===== src/core/pse_map.svh =====
/*
  Offsets, field positions, reset values and timing counts of the port mode sequencer.
  Assumes a 50 MHz core clock and byte-wide registers at their printed offsets.
*/
`ifndef PSE_MAP_SVH
`define PSE_MAP_SVH
`define PSE_OFS_REQ_CLS 8'h0c
`define PSE_OFS_STAT 8'h10
`define PSE_OFS_DET_STAT 8'h11
`define PSE_OFS_MODE_LO 8'h12
`define PSE_OFS_MODE_HI 8'h13
`define PSE_OFS_PWR_EN 8'h19
`define PSE_OFS_RST_CMD 8'h1a
`define PSE_OFS_DET_CMD 8'h1c
`define PSE_OFS_CLS_CMD 8'h1d
`define PSE_OFS_PCUT 8'h1e
`define PSE_OFS_START_FLT 8'h24
`define PSE_OFS_ALLOC 8'h29
`define PSE_OFS_CUR 8'h30
`define PSE_OFS_ASG_CLS 8'h4c
`define PSE_RST_ALL_BIT 4
`define PSE_ALLOC_RST 8'hff
`define PSE_PCUT_RST 8'hff
`define PSE_CLK_HZ 50000000
`define PSE_TICK_US 1000
`define PSE_TICK_CYC (`PSE_CLK_HZ / 1000000 * `PSE_TICK_US)
`define PSE_FINGER1_MS 100
`define PSE_MPS_DROP_MS 6
`define PSE_DET_POINTS 4
`define PSE_INT_LOG2 4
`endif


===== src/core/pse_pkg.sv =====
/*
  Types and the power demotion decode of the port mode sequencer.
  Assumes classes are 4-bit codes and allocation is a 2-bit code, 0 = class 1 .. 3 = class 4.
*/
package pse_pkg;
  typedef enum logic [1:0] {
    PSE_M_OFF = 2'h0,
    PSE_M_MAN = 2'h1,
    PSE_M_SEMI = 2'h2,
    PSE_M_AUTO = 2'h3
  } pse_mode_t;

  typedef enum logic [2:0] {
    ST_IDLE = 3'h0,
    ST_DET = 3'h1,
    ST_CLS = 3'h3,
    ST_FING = 3'h2,
    ST_PWR = 3'h6
  } pse_state_t;

  // returns {insufficient power, assigned class}
  function automatic logic [4:0] pse_demote(input logic [3:0] req, input logic [1:0] alloc);
    logic [3:0] lim;
    lim = {2'h0, alloc} + 4'h1;
    if (req <= lim) return {1'b0, req};
    if (alloc < 2'h2) return {1'b1, 4'h0};
    return {1'b0, lim};
  endfunction : pse_demote
endpackage : pse_pkg


===== src/core/pse_port_if.sv =====
/*
  Per-port carrier between the register core and one port sequencer.
  Assumes one instance per port; all signals are synchronous to the core clock.
*/
`timescale 1ns/1ps
interface pse_port_if;
  pse_pkg::pse_mode_t mode;
  logic [1:0] alloc;
  logic pwr_en, det_cmd, cls_cmd, port_rst, tick, over_pcut;
  logic det_pt_stb, det_pt_ok, fault, mps_ok;
  logic [3:0] cls_meas;
  logic det_act, cls_act, vreset, pwr_on, det_ok, cls_ok, insuff;
  logic [3:0] req_cls, asg_cls;
  modport ctl(output mode, alloc, pwr_en, det_cmd, cls_cmd, port_rst, tick, over_pcut,
    det_pt_stb, det_pt_ok, fault, mps_ok, cls_meas,
    input det_act, cls_act, vreset, pwr_on, det_ok, cls_ok, insuff, req_cls, asg_cls);
  modport seq(input mode, alloc, pwr_en, det_cmd, cls_cmd, port_rst, tick, over_pcut,
    det_pt_stb, det_pt_ok, fault, mps_ok, cls_meas,
    output det_act, cls_act, vreset, pwr_on, det_ok, cls_ok, insuff, req_cls, asg_cls);
endinterface : pse_port_if


===== src/core/pse_port_mode_seq.sv =====
/*
  Eight-port operating mode sequencer with its byte register file.
  Assumes a byte register port decoded from the serial bus and synchronous analog strobes.
*/
`timescale 1ns/1ps
`include "pse_map.svh"
module pse_port_mode_seq #(
  parameter int unsigned TICK_CYC = `PSE_TICK_CYC,
  parameter int unsigned FINGER1_MS = `PSE_FINGER1_MS,
  parameter int unsigned MPS_DROP_MS = `PSE_MPS_DROP_MS,
  parameter int unsigned INT_LOG2 = `PSE_INT_LOG2
) (
  input wire logic clk,
  input wire logic resetn,
  input wire logic rst_pin,
  input wire logic main_supply_rail_ok,
  input wire logic vdd_ok,
  input wire logic auto_res_vld,
  input wire logic [1:0] auto_res_code,
  input wire logic sram_ok,
  input wire logic [7:0] reg_addr,
  input wire logic reg_wr,
  input wire logic reg_rd,
  input wire logic [7:0] reg_wdata,
  output logic [7:0] reg_rdata,
  input wire logic [7:0] det_pt_stb,
  input wire logic [7:0] det_pt_ok,
  input wire logic [31:0] cls_meas,
  input wire logic [7:0] fault,
  input wire logic [7:0] mps_ok,
  input wire logic [7:0] cur_stb,
  input wire logic [111:0] cur_raw,
  output logic [7:0] det_act,
  output logic [7:0] cls_act,
  output logic [7:0] vreset,
  output logic [7:0] pwr_on,
  output logic auto_meas_req
);
  localparam logic [19:0] TICK_LAST = 20'(TICK_CYC - 1);

  if (TICK_CYC < 2 || TICK_CYC > 1048576 || INT_LOG2 < 1 || INT_LOG2 > 8) begin : g_chk
    $error("pse_port_mode_seq: parameter out of range");
  end

  logic [1:0] rst_s_q;
  logic rst_n;
  logic [19:0] div_q;
  logic tick_q;
  logic [7:0] alloc_q, pcut_q, pwr_en_q, det_cmd_q, cls_cmd_q, prst_q, flt_q;
  logic [7:0] prst_d, pwr_v, det_ok_v, ins_v;
  logic [15:0] mode_all;
  logic [31:0] req_all, asg_all;
  logic [111:0] cur_all;
  logic [7:0] rd_val;
  logic rst_wr, dev_rst, rom;
  logic preset, auton;
  logic [1:0] pre_alloc;

  // one byte of a class register: ports 2k (low nibble) and 2k+1
  function automatic logic [7:0] cls_pick(input logic [31:0] all, input logic [1:0] k);
    return all[8 * k +: 8];
  endfunction : cls_pick

  // released through two flops, asserted at once
  always_ff @(posedge clk or negedge resetn) begin
    if (!resetn) rst_s_q <= 2'h0;
    else rst_s_q <= {rst_s_q[0], 1'b1};
  end
  assign rst_n = rst_s_q[1];

  always_ff @(posedge clk or negedge rst_n) begin
    if (!rst_n) begin
      div_q <= 20'h0_0000;
      tick_q <= 1'b0;
    end else begin
      tick_q <= div_q == TICK_LAST;
      div_q <= (div_q == TICK_LAST) ? 20'h0_0000 : div_q + 20'h0_0001;
    end
  end

  pse_cfg_load u_cfg (
    .clk(clk),
    .rst_n(rst_n),
    .rst_pin(rst_pin),
    .reset_all(rst_wr && reg_wdata[`PSE_RST_ALL_BIT]),
    .main_supply_rail_ok(main_supply_rail_ok),
    .vdd_ok(vdd_ok),
    .res_vld(auto_res_vld),
    .res_code(auto_res_code),
    .meas_req(auto_meas_req),
    .preset(preset),
    .auton(auton),
    .alloc(pre_alloc)
  );

  assign rst_wr = reg_wr && reg_addr == `PSE_OFS_RST_CMD;
  assign dev_rst = rst_pin || (rst_wr && reg_wdata[`PSE_RST_ALL_BIT]);
  assign rom = auton && !sram_ok;

  // bits 3:0 reset ports n and n+4 together
  always_comb begin
    prst_d = 8'h00;
    if (dev_rst) prst_d = 8'hff;
    else if (rst_wr) prst_d = {reg_wdata[3:0], reg_wdata[3:0]};
  end

  // one-cycle command pulses
  always_ff @(posedge clk or negedge rst_n) begin
    if (!rst_n) begin
      prst_q <= 8'h00;
      pwr_en_q <= 8'h00;
      det_cmd_q <= 8'h00;
      cls_cmd_q <= 8'h00;
    end else begin
      prst_q <= prst_d;
      pwr_en_q <= (reg_wr && reg_addr == `PSE_OFS_PWR_EN) ? reg_wdata : 8'h00;
      det_cmd_q <= (reg_wr && reg_addr == `PSE_OFS_DET_CMD) ? reg_wdata : 8'h00;
      cls_cmd_q <= (reg_wr && reg_addr == `PSE_OFS_CLS_CMD) ? reg_wdata : 8'h00;
    end
  end

  always_ff @(posedge clk or negedge rst_n) begin
    if (!rst_n) begin
      alloc_q <= `PSE_ALLOC_RST;
      pcut_q <= `PSE_PCUT_RST;
    end else if (preset) begin
      alloc_q <= {4{pre_alloc}};
    end else if (reg_wr) begin
      if (reg_addr == `PSE_OFS_ALLOC) alloc_q <= reg_wdata;
      if (reg_addr == `PSE_OFS_PCUT) pcut_q <= reg_wdata;
    end
  end

  // start fault with insufficient power; an event wins over the clear on read
  always_ff @(posedge clk or negedge rst_n) begin
    if (!rst_n) flt_q <= 8'h00;
    else if (reg_rd && reg_addr == `PSE_OFS_START_FLT) flt_q <= ins_v;
    else flt_q <= flt_q | ins_v;
  end

  genvar i;
  for (i = 0; i < 8; i++) begin : g_port
    localparam logic [7:0] MODE_OFS = `PSE_OFS_MODE_LO + 8'(i / 4);
    pse_pkg::pse_mode_t mode_q;
    logic resume_q;
    logic mw;
    logic [1:0] mwd;
    logic [INT_LOG2-1:0] n_q;
    logic [13+INT_LOG2:0] acc_q, sum;
    logic [13:0] avg_q;

    pse_port_if pif ();

    assign mw = reg_wr && reg_addr == MODE_OFS;
    assign mwd = reg_wdata[2 * (i % 4) +: 2];

    // each port holds its own mode
    always_ff @(posedge clk or negedge rst_n) begin
      if (!rst_n) begin
        mode_q <= pse_pkg::PSE_M_OFF;
      end else if (preset) begin
        mode_q <= pse_pkg::PSE_M_AUTO;
      end else if (resume_q) begin
        mode_q <= pse_pkg::PSE_M_AUTO;
      end else if (prst_d[i] && auton && sram_ok) begin
        mode_q <= pse_pkg::PSE_M_OFF;
      end else if (mw) begin
        mode_q <= pse_pkg::pse_mode_t'(mwd);
      end
    end

    // from rom, an off event drops the port one cycle then resumes
    always_ff @(posedge clk or negedge rst_n) begin
      if (!rst_n) resume_q <= 1'b0;
      else resume_q <= rom && (prst_d[i] || (mw && mwd == 2'h0));
    end

    assign sum = acc_q + {{INT_LOG2{1'b0}}, cur_raw[14 * i +: 14]};

    // averaging over 2**INT_LOG2 samples keeps 14 bits of telemetry
    always_ff @(posedge clk or negedge rst_n) begin
      if (!rst_n) begin
        n_q <= '0;
        acc_q <= '0;
        avg_q <= 14'h0000;
      end else if (cur_stb[i]) begin
        n_q <= n_q + 1'b1;
        if (&n_q) begin
          avg_q <= sum[13+INT_LOG2:INT_LOG2];
          acc_q <= '0;
        end else begin
          acc_q <= sum;
        end
      end
    end

    assign pif.mode = mode_q;
    assign pif.alloc = alloc_q[2 * (i % 4) +: 2];
    assign pif.pwr_en = pwr_en_q[i];
    assign pif.det_cmd = det_cmd_q[i];
    assign pif.cls_cmd = cls_cmd_q[i];
    assign pif.port_rst = prst_q[i];
    assign pif.tick = tick_q;
    assign pif.over_pcut = avg_q[13:6] > pcut_q;
    assign pif.det_pt_stb = det_pt_stb[i];
    assign pif.det_pt_ok = det_pt_ok[i];
    assign pif.fault = fault[i];
    assign pif.mps_ok = mps_ok[i];
    assign pif.cls_meas = cls_meas[4 * i +: 4];

    pse_port_seq #(
      .FINGER1_MS(FINGER1_MS),
      .MPS_DROP_MS(MPS_DROP_MS)
    ) u_seq (
      .clk(clk),
      .rst_n(rst_n),
      .p(pif.seq)
    );

    assign det_act[i] = pif.det_act;
    assign cls_act[i] = pif.cls_act;
    assign vreset[i] = pif.vreset;
    assign pwr_on[i] = pif.pwr_on;
    assign pwr_v[i] = pif.pwr_on;
    assign det_ok_v[i] = pif.det_ok;
    assign ins_v[i] = pif.insuff;
    assign mode_all[2 * i +: 2] = mode_q;
    assign req_all[4 * i +: 4] = pif.req_cls;
    assign asg_all[4 * i +: 4] = pif.asg_cls;
    assign cur_all[14 * i +: 14] = avg_q;
  end

  // reads stay served in every mode, autonomous included
  always_comb begin
    rd_val = 8'h00;
    unique case (reg_addr) inside
      [`PSE_OFS_REQ_CLS : `PSE_OFS_REQ_CLS + 8'h03]: rd_val = cls_pick(req_all, reg_addr[1:0]);
      [`PSE_OFS_ASG_CLS : `PSE_OFS_ASG_CLS + 8'h03]: rd_val = cls_pick(asg_all, reg_addr[1:0]);
      [`PSE_OFS_CUR : `PSE_OFS_CUR + 8'h0f]: begin
        if (reg_addr[0]) rd_val = {2'h0, cur_all[14 * reg_addr[3:1] + 8 +: 6]};
        else rd_val = cur_all[14 * reg_addr[3:1] +: 8];
      end
      `PSE_OFS_STAT: rd_val = pwr_v;
      `PSE_OFS_DET_STAT: rd_val = det_ok_v;
      `PSE_OFS_MODE_LO: rd_val = mode_all[7:0];
      `PSE_OFS_MODE_HI: rd_val = mode_all[15:8];
      `PSE_OFS_PCUT: rd_val = pcut_q;
      `PSE_OFS_START_FLT: rd_val = flt_q;
      `PSE_OFS_ALLOC: rd_val = alloc_q;
      default: rd_val = 8'h00;
    endcase
  end

  always_ff @(posedge clk or negedge rst_n) begin
    if (!rst_n) reg_rdata <= 8'h00;
    else if (reg_rd) reg_rdata <= rd_val;
  end
endmodule : pse_port_mode_seq


===== src/core/pse_port_seq.sv =====
/*
  One port's detection, classification, power-on and shutdown sequencer.
  Assumes a 1 ms tick pulse and synchronous analog result strobes.
*/
`timescale 1ns/1ps
`include "pse_map.svh"
module pse_port_seq #(
  parameter int unsigned FINGER1_MS = `PSE_FINGER1_MS,
  parameter int unsigned MPS_DROP_MS = `PSE_MPS_DROP_MS
) (
  input wire logic clk,
  input wire logic rst_n,
  pse_port_if.seq p
);
  localparam logic [6:0] F1_LAST = 7'(FINGER1_MS - 1);
  localparam logic [2:0] MPS_LAST = 3'(MPS_DROP_MS - 1);
  localparam logic [1:0] PT_LAST = 2'(`PSE_DET_POINTS - 1);

  pse_pkg::pse_state_t st_q, st_d;
  logic [6:0] ms_q;
  logic [2:0] mps_q;
  logic [1:0] pts_q, fing_q;
  logic all_ok_q, en_pend_q;
  logic [4:0] dem;
  logic man, run, fing1_end, pts_last, mps_lost;

  if (FINGER1_MS < 1 || FINGER1_MS > 128 || MPS_DROP_MS < 1 || MPS_DROP_MS > 8) begin : g_chk
    $error("pse_port_seq: count out of range");
  end

  assign man = p.mode == pse_pkg::PSE_M_MAN;
  assign run = p.mode inside {pse_pkg::PSE_M_SEMI, pse_pkg::PSE_M_AUTO};
  assign dem = pse_pkg::pse_demote(p.cls_meas, p.alloc);
  assign fing1_end = st_q == pse_pkg::ST_CLS && p.tick && ms_q == F1_LAST;
  assign pts_last = st_q == pse_pkg::ST_DET && p.det_pt_stb && pts_q == PT_LAST;
  assign mps_lost = !p.mps_ok && p.tick && mps_q == MPS_LAST;

  always_comb begin
    st_d = st_q;
    unique case (st_q)
      pse_pkg::ST_IDLE: begin
        if (man && p.pwr_en) st_d = pse_pkg::ST_PWR;
        else if (p.mode == pse_pkg::PSE_M_SEMI && en_pend_q) st_d = pse_pkg::ST_PWR;
        else if (run || (man && p.det_cmd)) st_d = pse_pkg::ST_DET;
        else if (man && p.cls_cmd) st_d = pse_pkg::ST_CLS;
      end
      pse_pkg::ST_DET: begin
        if (pts_last) begin
          st_d = (!man && all_ok_q && p.det_pt_ok) ? pse_pkg::ST_CLS : pse_pkg::ST_IDLE;
        end
      end
      pse_pkg::ST_CLS: begin
        if (fing1_end) st_d = (!man && dem[4]) ? pse_pkg::ST_IDLE : pse_pkg::ST_FING;
      end
      pse_pkg::ST_FING: begin
        if (fing_q == 2'h0 && p.tick) begin
          st_d = (p.mode == pse_pkg::PSE_M_AUTO) ? pse_pkg::ST_PWR : pse_pkg::ST_IDLE;
        end
      end
      pse_pkg::ST_PWR: begin
        if (p.fault || p.over_pcut || mps_lost) st_d = pse_pkg::ST_IDLE;
      end
      default: st_d = pse_pkg::ST_IDLE;
    endcase
    if (p.port_rst || p.mode == pse_pkg::PSE_M_OFF) st_d = pse_pkg::ST_IDLE;
  end

  always_ff @(posedge clk or negedge rst_n) begin
    if (!rst_n) st_q <= pse_pkg::ST_IDLE;
    else st_q <= st_d;
  end

  always_ff @(posedge clk or negedge rst_n) begin
    if (!rst_n) begin
      p.det_act <= 1'b0;
      p.cls_act <= 1'b0;
      p.pwr_on <= 1'b0;
      p.vreset <= 1'b0;
    end else begin
      p.det_act <= st_d == pse_pkg::ST_DET;
      p.cls_act <= st_d inside {pse_pkg::ST_CLS, pse_pkg::ST_FING};
      p.pwr_on <= st_d == pse_pkg::ST_PWR;
      // manual class ends with a port voltage reset
      p.vreset <= man && st_q == pse_pkg::ST_FING && st_d == pse_pkg::ST_IDLE;
    end
  end

  always_ff @(posedge clk or negedge rst_n) begin
    if (!rst_n) begin
      ms_q <= 7'h00;
      pts_q <= 2'h0;
      all_ok_q <= 1'b1;
      mps_q <= 3'h0;
      fing_q <= 2'h0;
    end else begin
      if (st_q != pse_pkg::ST_CLS) ms_q <= 7'h00;
      else if (p.tick) ms_q <= ms_q + 7'h01;
      if (st_q != pse_pkg::ST_DET) begin
        pts_q <= 2'h0;
        all_ok_q <= 1'b1;
      end else if (p.det_pt_stb) begin
        pts_q <= pts_q + 2'h1;
        all_ok_q <= all_ok_q && p.det_pt_ok;
      end
      if (st_q != pse_pkg::ST_PWR || p.mps_ok) mps_q <= 3'h0;
      else if (p.tick) mps_q <= mps_q + 3'h1;
      // demotion to 15.4 W shows one finger, 30 W shows three
      if (fing1_end) fing_q <= (dem[3:0] >= 4'h4) ? 2'h2 : 2'h0;
      else if (st_q == pse_pkg::ST_FING && p.tick && fing_q != 2'h0) fing_q <= fing_q - 2'h1;
    end
  end

  always_ff @(posedge clk or negedge rst_n) begin
    if (!rst_n) begin
      p.det_ok <= 1'b0;
      p.cls_ok <= 1'b0;
      p.req_cls <= 4'h0;
      p.asg_cls <= 4'h0;
      p.insuff <= 1'b0;
      en_pend_q <= 1'b0;
    end else if (p.mode == pse_pkg::PSE_M_OFF || p.port_rst) begin
      p.det_ok <= 1'b0;
      p.cls_ok <= 1'b0;
      p.req_cls <= 4'h0;
      p.asg_cls <= 4'h0;
      p.insuff <= 1'b0;
      en_pend_q <= 1'b0;
    end else begin
      p.insuff <= fing1_end && !man && dem[4];
      if (pts_last) p.det_ok <= all_ok_q && p.det_pt_ok;
      if (fing1_end) begin
        p.req_cls <= p.cls_meas;
        p.cls_ok <= !dem[4];
        p.asg_cls <= man ? 4'h0 : dem[3:0];
      end
      if (man && st_q == pse_pkg::ST_IDLE && st_d == pse_pkg::ST_PWR) p.asg_cls <= 4'h0;
      if (p.mode == pse_pkg::PSE_M_SEMI && p.pwr_en && p.cls_ok) en_pend_q <= 1'b1;
      else if (st_d == pse_pkg::ST_PWR || p.mode != pse_pkg::PSE_M_SEMI) en_pend_q <= 1'b0;
    end
  end
endmodule : pse_port_seq


===== src/core/pse_cfg_load.sv =====
/*
  Configuration resistor measurement and register preset for autonomous start.
  Assumes the resistor converter answers a held request with a one-cycle result strobe.
*/
`timescale 1ns/1ps
module pse_cfg_load (
  input wire logic clk,
  input wire logic rst_n,
  input wire logic rst_pin,
  input wire logic reset_all,
  input wire logic main_supply_rail_ok,
  input wire logic vdd_ok,
  input wire logic res_vld,
  input wire logic [1:0] res_code,
  output logic meas_req,
  output logic preset,
  output logic auton,
  output logic [1:0] alloc
);
  logic pu_q;
  logic sup_ok;

  assign sup_ok = main_supply_rail_ok && vdd_ok;

  always_ff @(posedge clk or negedge rst_n) begin
    if (!rst_n) begin
      pu_q <= 1'b1;
      meas_req <= 1'b0;
      preset <= 1'b0;
      auton <= 1'b0;
      alloc <= 2'h3;
    end else begin
      preset <= 1'b0;
      if (rst_pin || reset_all) meas_req <= 1'b1;
      else if (meas_req && res_vld) meas_req <= 1'b0;
      else if (pu_q && sup_ok) meas_req <= 1'b1;
      // preset only once, on the first result after both supplies are up
      if (meas_req && res_vld && pu_q && sup_ok) begin
        pu_q <= 1'b0;
        if (res_code != 2'h0) begin
          preset <= 1'b1;
          auton <= 1'b1;
          alloc <= (res_code == 2'h1) ? 2'h2 : 2'h3;
        end
      end
    end
  end
endmodule : pse_cfg_load


===== config.mk =====
export PLATFORM = sky130hd
export DESIGN_NAME = pse_port_mode_seq
export DESIGN_NICKNAME = d
export VERILOG_FILES = /design/src/core/pse_pkg.sv /design/src/core/pse_port_if.sv /design/src/core/pse_port_mode_seq.sv /design/src/core/pse_port_seq.sv /design/src/core/pse_cfg_load.sv
export VERILOG_INCLUDE_DIRS = /design/src /design/src/core
export SDC_FILE = /design/constraint.sdc
export NUM_CORES = 2
export LEC_CHECK = 0
export BUFFER_PORTS_ARGS = -buffer_cell sky130_fd_sc_hd__buf_2
export CAP_MARGIN = 10
export CORE_MARGIN = 1.5
export CORE_UTILIZATION = 60
export DETAILED_ROUTE_END_ITERATION = 10
export PLACE_DENSITY = 0.79
export REMOVE_ABC_BUFFERS = 1
export SYNTH_ARGS = -nofsm -noshare
export SYNTH_HDL_FRONTEND = slang
export SYNTH_HIERARCHICAL = 1
export SYNTH_SLANG_ARGS = --single-unit

===== constraint.sdc =====
create_clock -name clk -period 47.8 [get_ports clk]
set_input_delay 7.17 -clock clk [delete_from_list [all_inputs] [get_ports clk]]
set_output_delay 7.17 -clock clk [all_outputs]
set_load 0.01 [all_outputs]

==> results.cfg <==
[cells_and_area]
drive_gt1_share_pct = 14.2
layout.cell_area.non_filler_sq_um = 43700
finalNonFillerCells = 5047
flow.area_growth_from_synthesis_pct = 10.4
design.final.nets = 4616
layout.filler_cells = 4936

[global_routing]
global_route_wire_length_before_repair_mm = 162
grt_start_max_net_pins = 170
globalRouteOverflowTotal = 0
antenna_found_initial = 11
grt_util_all_layers_pct = 30.2
vias_in_the_first_global_route = 30200

[timing]
min_period_over_period_pct = 22.1
timing.fmax_mhz = 94.5
slew_violations = 0
timing.final.setup_violations = 0
rsz0062_at_grt = false
totalNegativeSetupSlack_ns = 0
hold_viol_final = 0
fin_skew_ns = 0.0246
worst_margin_pin_slew_ns = 1.24
finalWorstSetupSlack_ns = 37.21
period_needed_ns = 10.59
maxSlewHeadroom_pct = 16.7

[power]
vdd_ir_drop_max_mv = 0.0399
powerDensity_nw_per_um2 = 49.4
total_power_uw = 2160
power.leakage_uw = 0.0201

[clock_tree]
post_cts_resize_count = 0
clock_tree.root_cell = clkbuf_16
clock_latency_ns = 0.63
cts.clk_slew.worst_paths_ns = 0.06
numCtsBuffers = 76
clock-sinks = 672
h-tree-depth = 3
postCtsSetupBuffers = 0
post_cts_hold_buffer_count = 0
number_of_buffers_between_clock_root_and_the_deepest_sink = 3
tritoncts = yes

[placed_design]
detailedPlace.worstSlack_ns = 36.78
dp_cells = 4901
numPortBuffers = 251
dp.final_hpwl_mm = 74.1
post_dp_cell_area_sq_um = 41100
routabilityCongestion = 0.924

[logic_synthesis]
synth.area.mux_share_pct = 5.49
yosys.area_share.xor_xnor_pct = 5.20
yosysSeqAreaShare_pct = 42.6
synth_cell_types = 103
synth_fa_ha_area_share_pct = 9.03
synth_ff_type = dfrtp_1
synth_edf_count = 0
synth_cells = 3951
yosys_register_bits = 672
number_of_synthesis_warnings = 6
synth_top_family_by_area = compound AO/OA/AOI/OAI gates
syn-mean-instance-area_sq_um = 10.0
proportion_of_synthesized_flip_flops_having_asynchronous_set_or_reset_pct = 100
synthesis.area_sq_um = 39600
synth_simple_gate_area_share_pct = 15.7
synth-compound-area-share_pct = 18.2

[worst_setup_path]
critical_path.endpoint = reg_rdata[6]
critical_path_peak_fanout = 30
setup.reg_to_reg.worst_slack_ns = 43.98
critical_path.endpoint_type = flop
path_class = in2reg
worst_setup_path_startpoint = reg_addr[3]
r2r_cells = 13
reg2reg_from = pcut_q[1]
worst_r2r_endpoint = g_port[1].u_seq/p.asg_cls[0]
startpoint_type = input pin
cp.arrival_ns = 11.05
timing.critical_path.required_ns = 48.26

[route]
detailedRoute.firstIterationViolations = 2477
viasPerCell = 6.15
detail_route.drc_violations = 0
wl_per_cell_microns = 20.2
vias_after_detailed_routing = 31000
antenna_violating_nets_left = 0
drtPass1Iterations = 5
drt-total-wl_mm = 102

[die]
io_pins = 252
die_width_microns = 260
die_height_microns = 260
initial_utilization_pct = 61.1
core_area_sq_um = 64800
dieArea_sq_um = 67500
number_of_placement_rows = 93

[status]
run_status = finished, final reports clean

[run]
drv.max_cap_violation_count = 0

[min_path]
worst_hold_path_type = reg2async
logic make-up after synthesis:
kind of cell | Yosys count
muxes | 161
DFF | 672
buffers and inverters | 311
adders and majority gates | 281
xor gates and xnor gates | 235
other | 2
AOI/OAI and AO/OA | 1064
and+or+nand+nor | 1225
report_power, final:
part	internal (uW)	switching (uW)
clock network	358	240
registers	689	115
logic	321	438
total	1370	794
layer usage:
layer  track usage, %  wire [microns]  up-vias
met5                0              62        -
met4             10.8            3660       10
met3             6.22            6970      216
met2             49.9           48600      968
met1             39.5           42700    15200
li1                 -               -    14600
cells in the mapped netlist (41+ instances only):
cell type / n / area share [%]
mux2i_1: 71 / 1.8
o21ai_0: 269 / 3.4
nand2_1: 362 / 3.4
nor2_1: 295 / 2.8
a21oi_1: 273 / 3.5
xnor2_1: 123 / 2.7
inv_1: 142 / 1.3
a21o_1: 72 / 1.4
xor2_1: 112 / 2.5
dfrtp_1: 646 / 41
clkbuf_1: 65 / 0.62
ha_1: 273 / 8.6
nand2b_1: 73 / 1.2
buf_4: 50 / 0.95
a22o_1: 41 / 0.91
nand3_1: 125 / 1.6
o2bb2ai_1: 81 / 1.8
and2_1: 55 / 0.87
flip-flops by register name, indices dropped and copies added, names as in the netlist, 16 cells and up:
signal / cells
div_q: 20
g_port.n_q: 32
g_port.u_seq/p.asg_cls: 32
g_port.mode_q: 16
g_port.u_seq/p.req_cls: 32
g_port.u_seq/mps_q: 24
g_port.u_seq/pts_q: 16
g_port.avg_q: 112
g_port.u_seq/fing_q: 16
g_port.acc_q: 144
g_port.u_seq/st_q: 24
g_port.u_seq/ms_q: 56
stage by stage:
stage / utilization, % / hold WS [ns]
floorplan: - / 0.331
CTS: 67.4 / 0.349
finish: 67.4 / 0.336
detailed placement: 63.4 / 0.337
global placement: 63.4 / 0.334
global route: 67.4 / 0.372
worst max-delay path, stage by stage:
cell and delay, ns:
buf_2 0.66, nand2_1 0.54, nor4_2 0.99, nand2_1 0.57, mux4_2 0.60, and2_0 0.18, o31ai_1 0.22, a22oi_1 0.10
layout by cell type, fill, tap and decap left out, drive strengths merged, types with 17 or more instances in the layout:
cell | netlist | layout
dfrtp | 646 | 646
nand2 | 363 | 363
nor2 | 302 | 302
o21ai | 292 | 292
a21oi | 273 | 273
ha | 273 | 273
buf | 100 | 260
inv | 142 | 147
nand3 | 128 | 128
xnor2 | 123 | 123
xor2 | 112 | 112
clkbuf | 65 | 109
o2bb2ai | 81 | 81
nand2b | 74 | 74
a21o | 74 | 74
mux2i | 71 | 71
and2 | 56 | 56
mux2 | 56 | 56
a22o | 47 | 47
nor3 | 40 | 40
a211oi | 37 | 37
mux4 | 34 | 34
o21a | 33 | 33
nor2b | 32 | 32
or3 | 29 | 29
nand4 | 29 | 29
nor4 | 29 | 29
and3 | 28 | 28
nand3b | 28 | 28
dfstp | 26 | 26
a31oi | 24 | 24
o21bai | 22 | 22
or2 | 21 | 21
clkinv | 4 | 21
o22ai | 18 | 18
a221oi | 18 | 18
o31a | 17 | 17
layout make-up:
class	instances	area (sq um)	share of cell area, %
inverter	146	548	1.25
antenna	8	20.0	0.0458
tap	855	1070	2.45
clock buffer	109	2230	5.10
clock inverter	29	328	0.750
sequential	672	16900	38.6
multi-input combinational	2968	21300	48.7
timing repair buffer	260	1360	3.12
worst min-delay path by stage:
| stage | from | endpoint | slack (ns) |
|---|---|---|---|
| 2_1_floorplan | rst_s_q[0] | rst_s_q[1] | 0.33 |
| 3_3_place_gp | rst_s_q[0] | rst_s_q[1] | 0.33 |
| 3_5_place_dp | rst_s_q[1] | g_port[7].acc_q[0] | 0.34 |
| 4_1_cts | rst_s_q[1] | g_port[7].acc_q[0] | 0.35 |
| 5_1_grt | rst_s_q[0] | rst_s_q[1] | 0.37 |
| 6_report | rst_s_q[1] | g_port[7].acc_q[2] | 0.34 |
No activity file was read; power rests on OpenSTA's default activity.
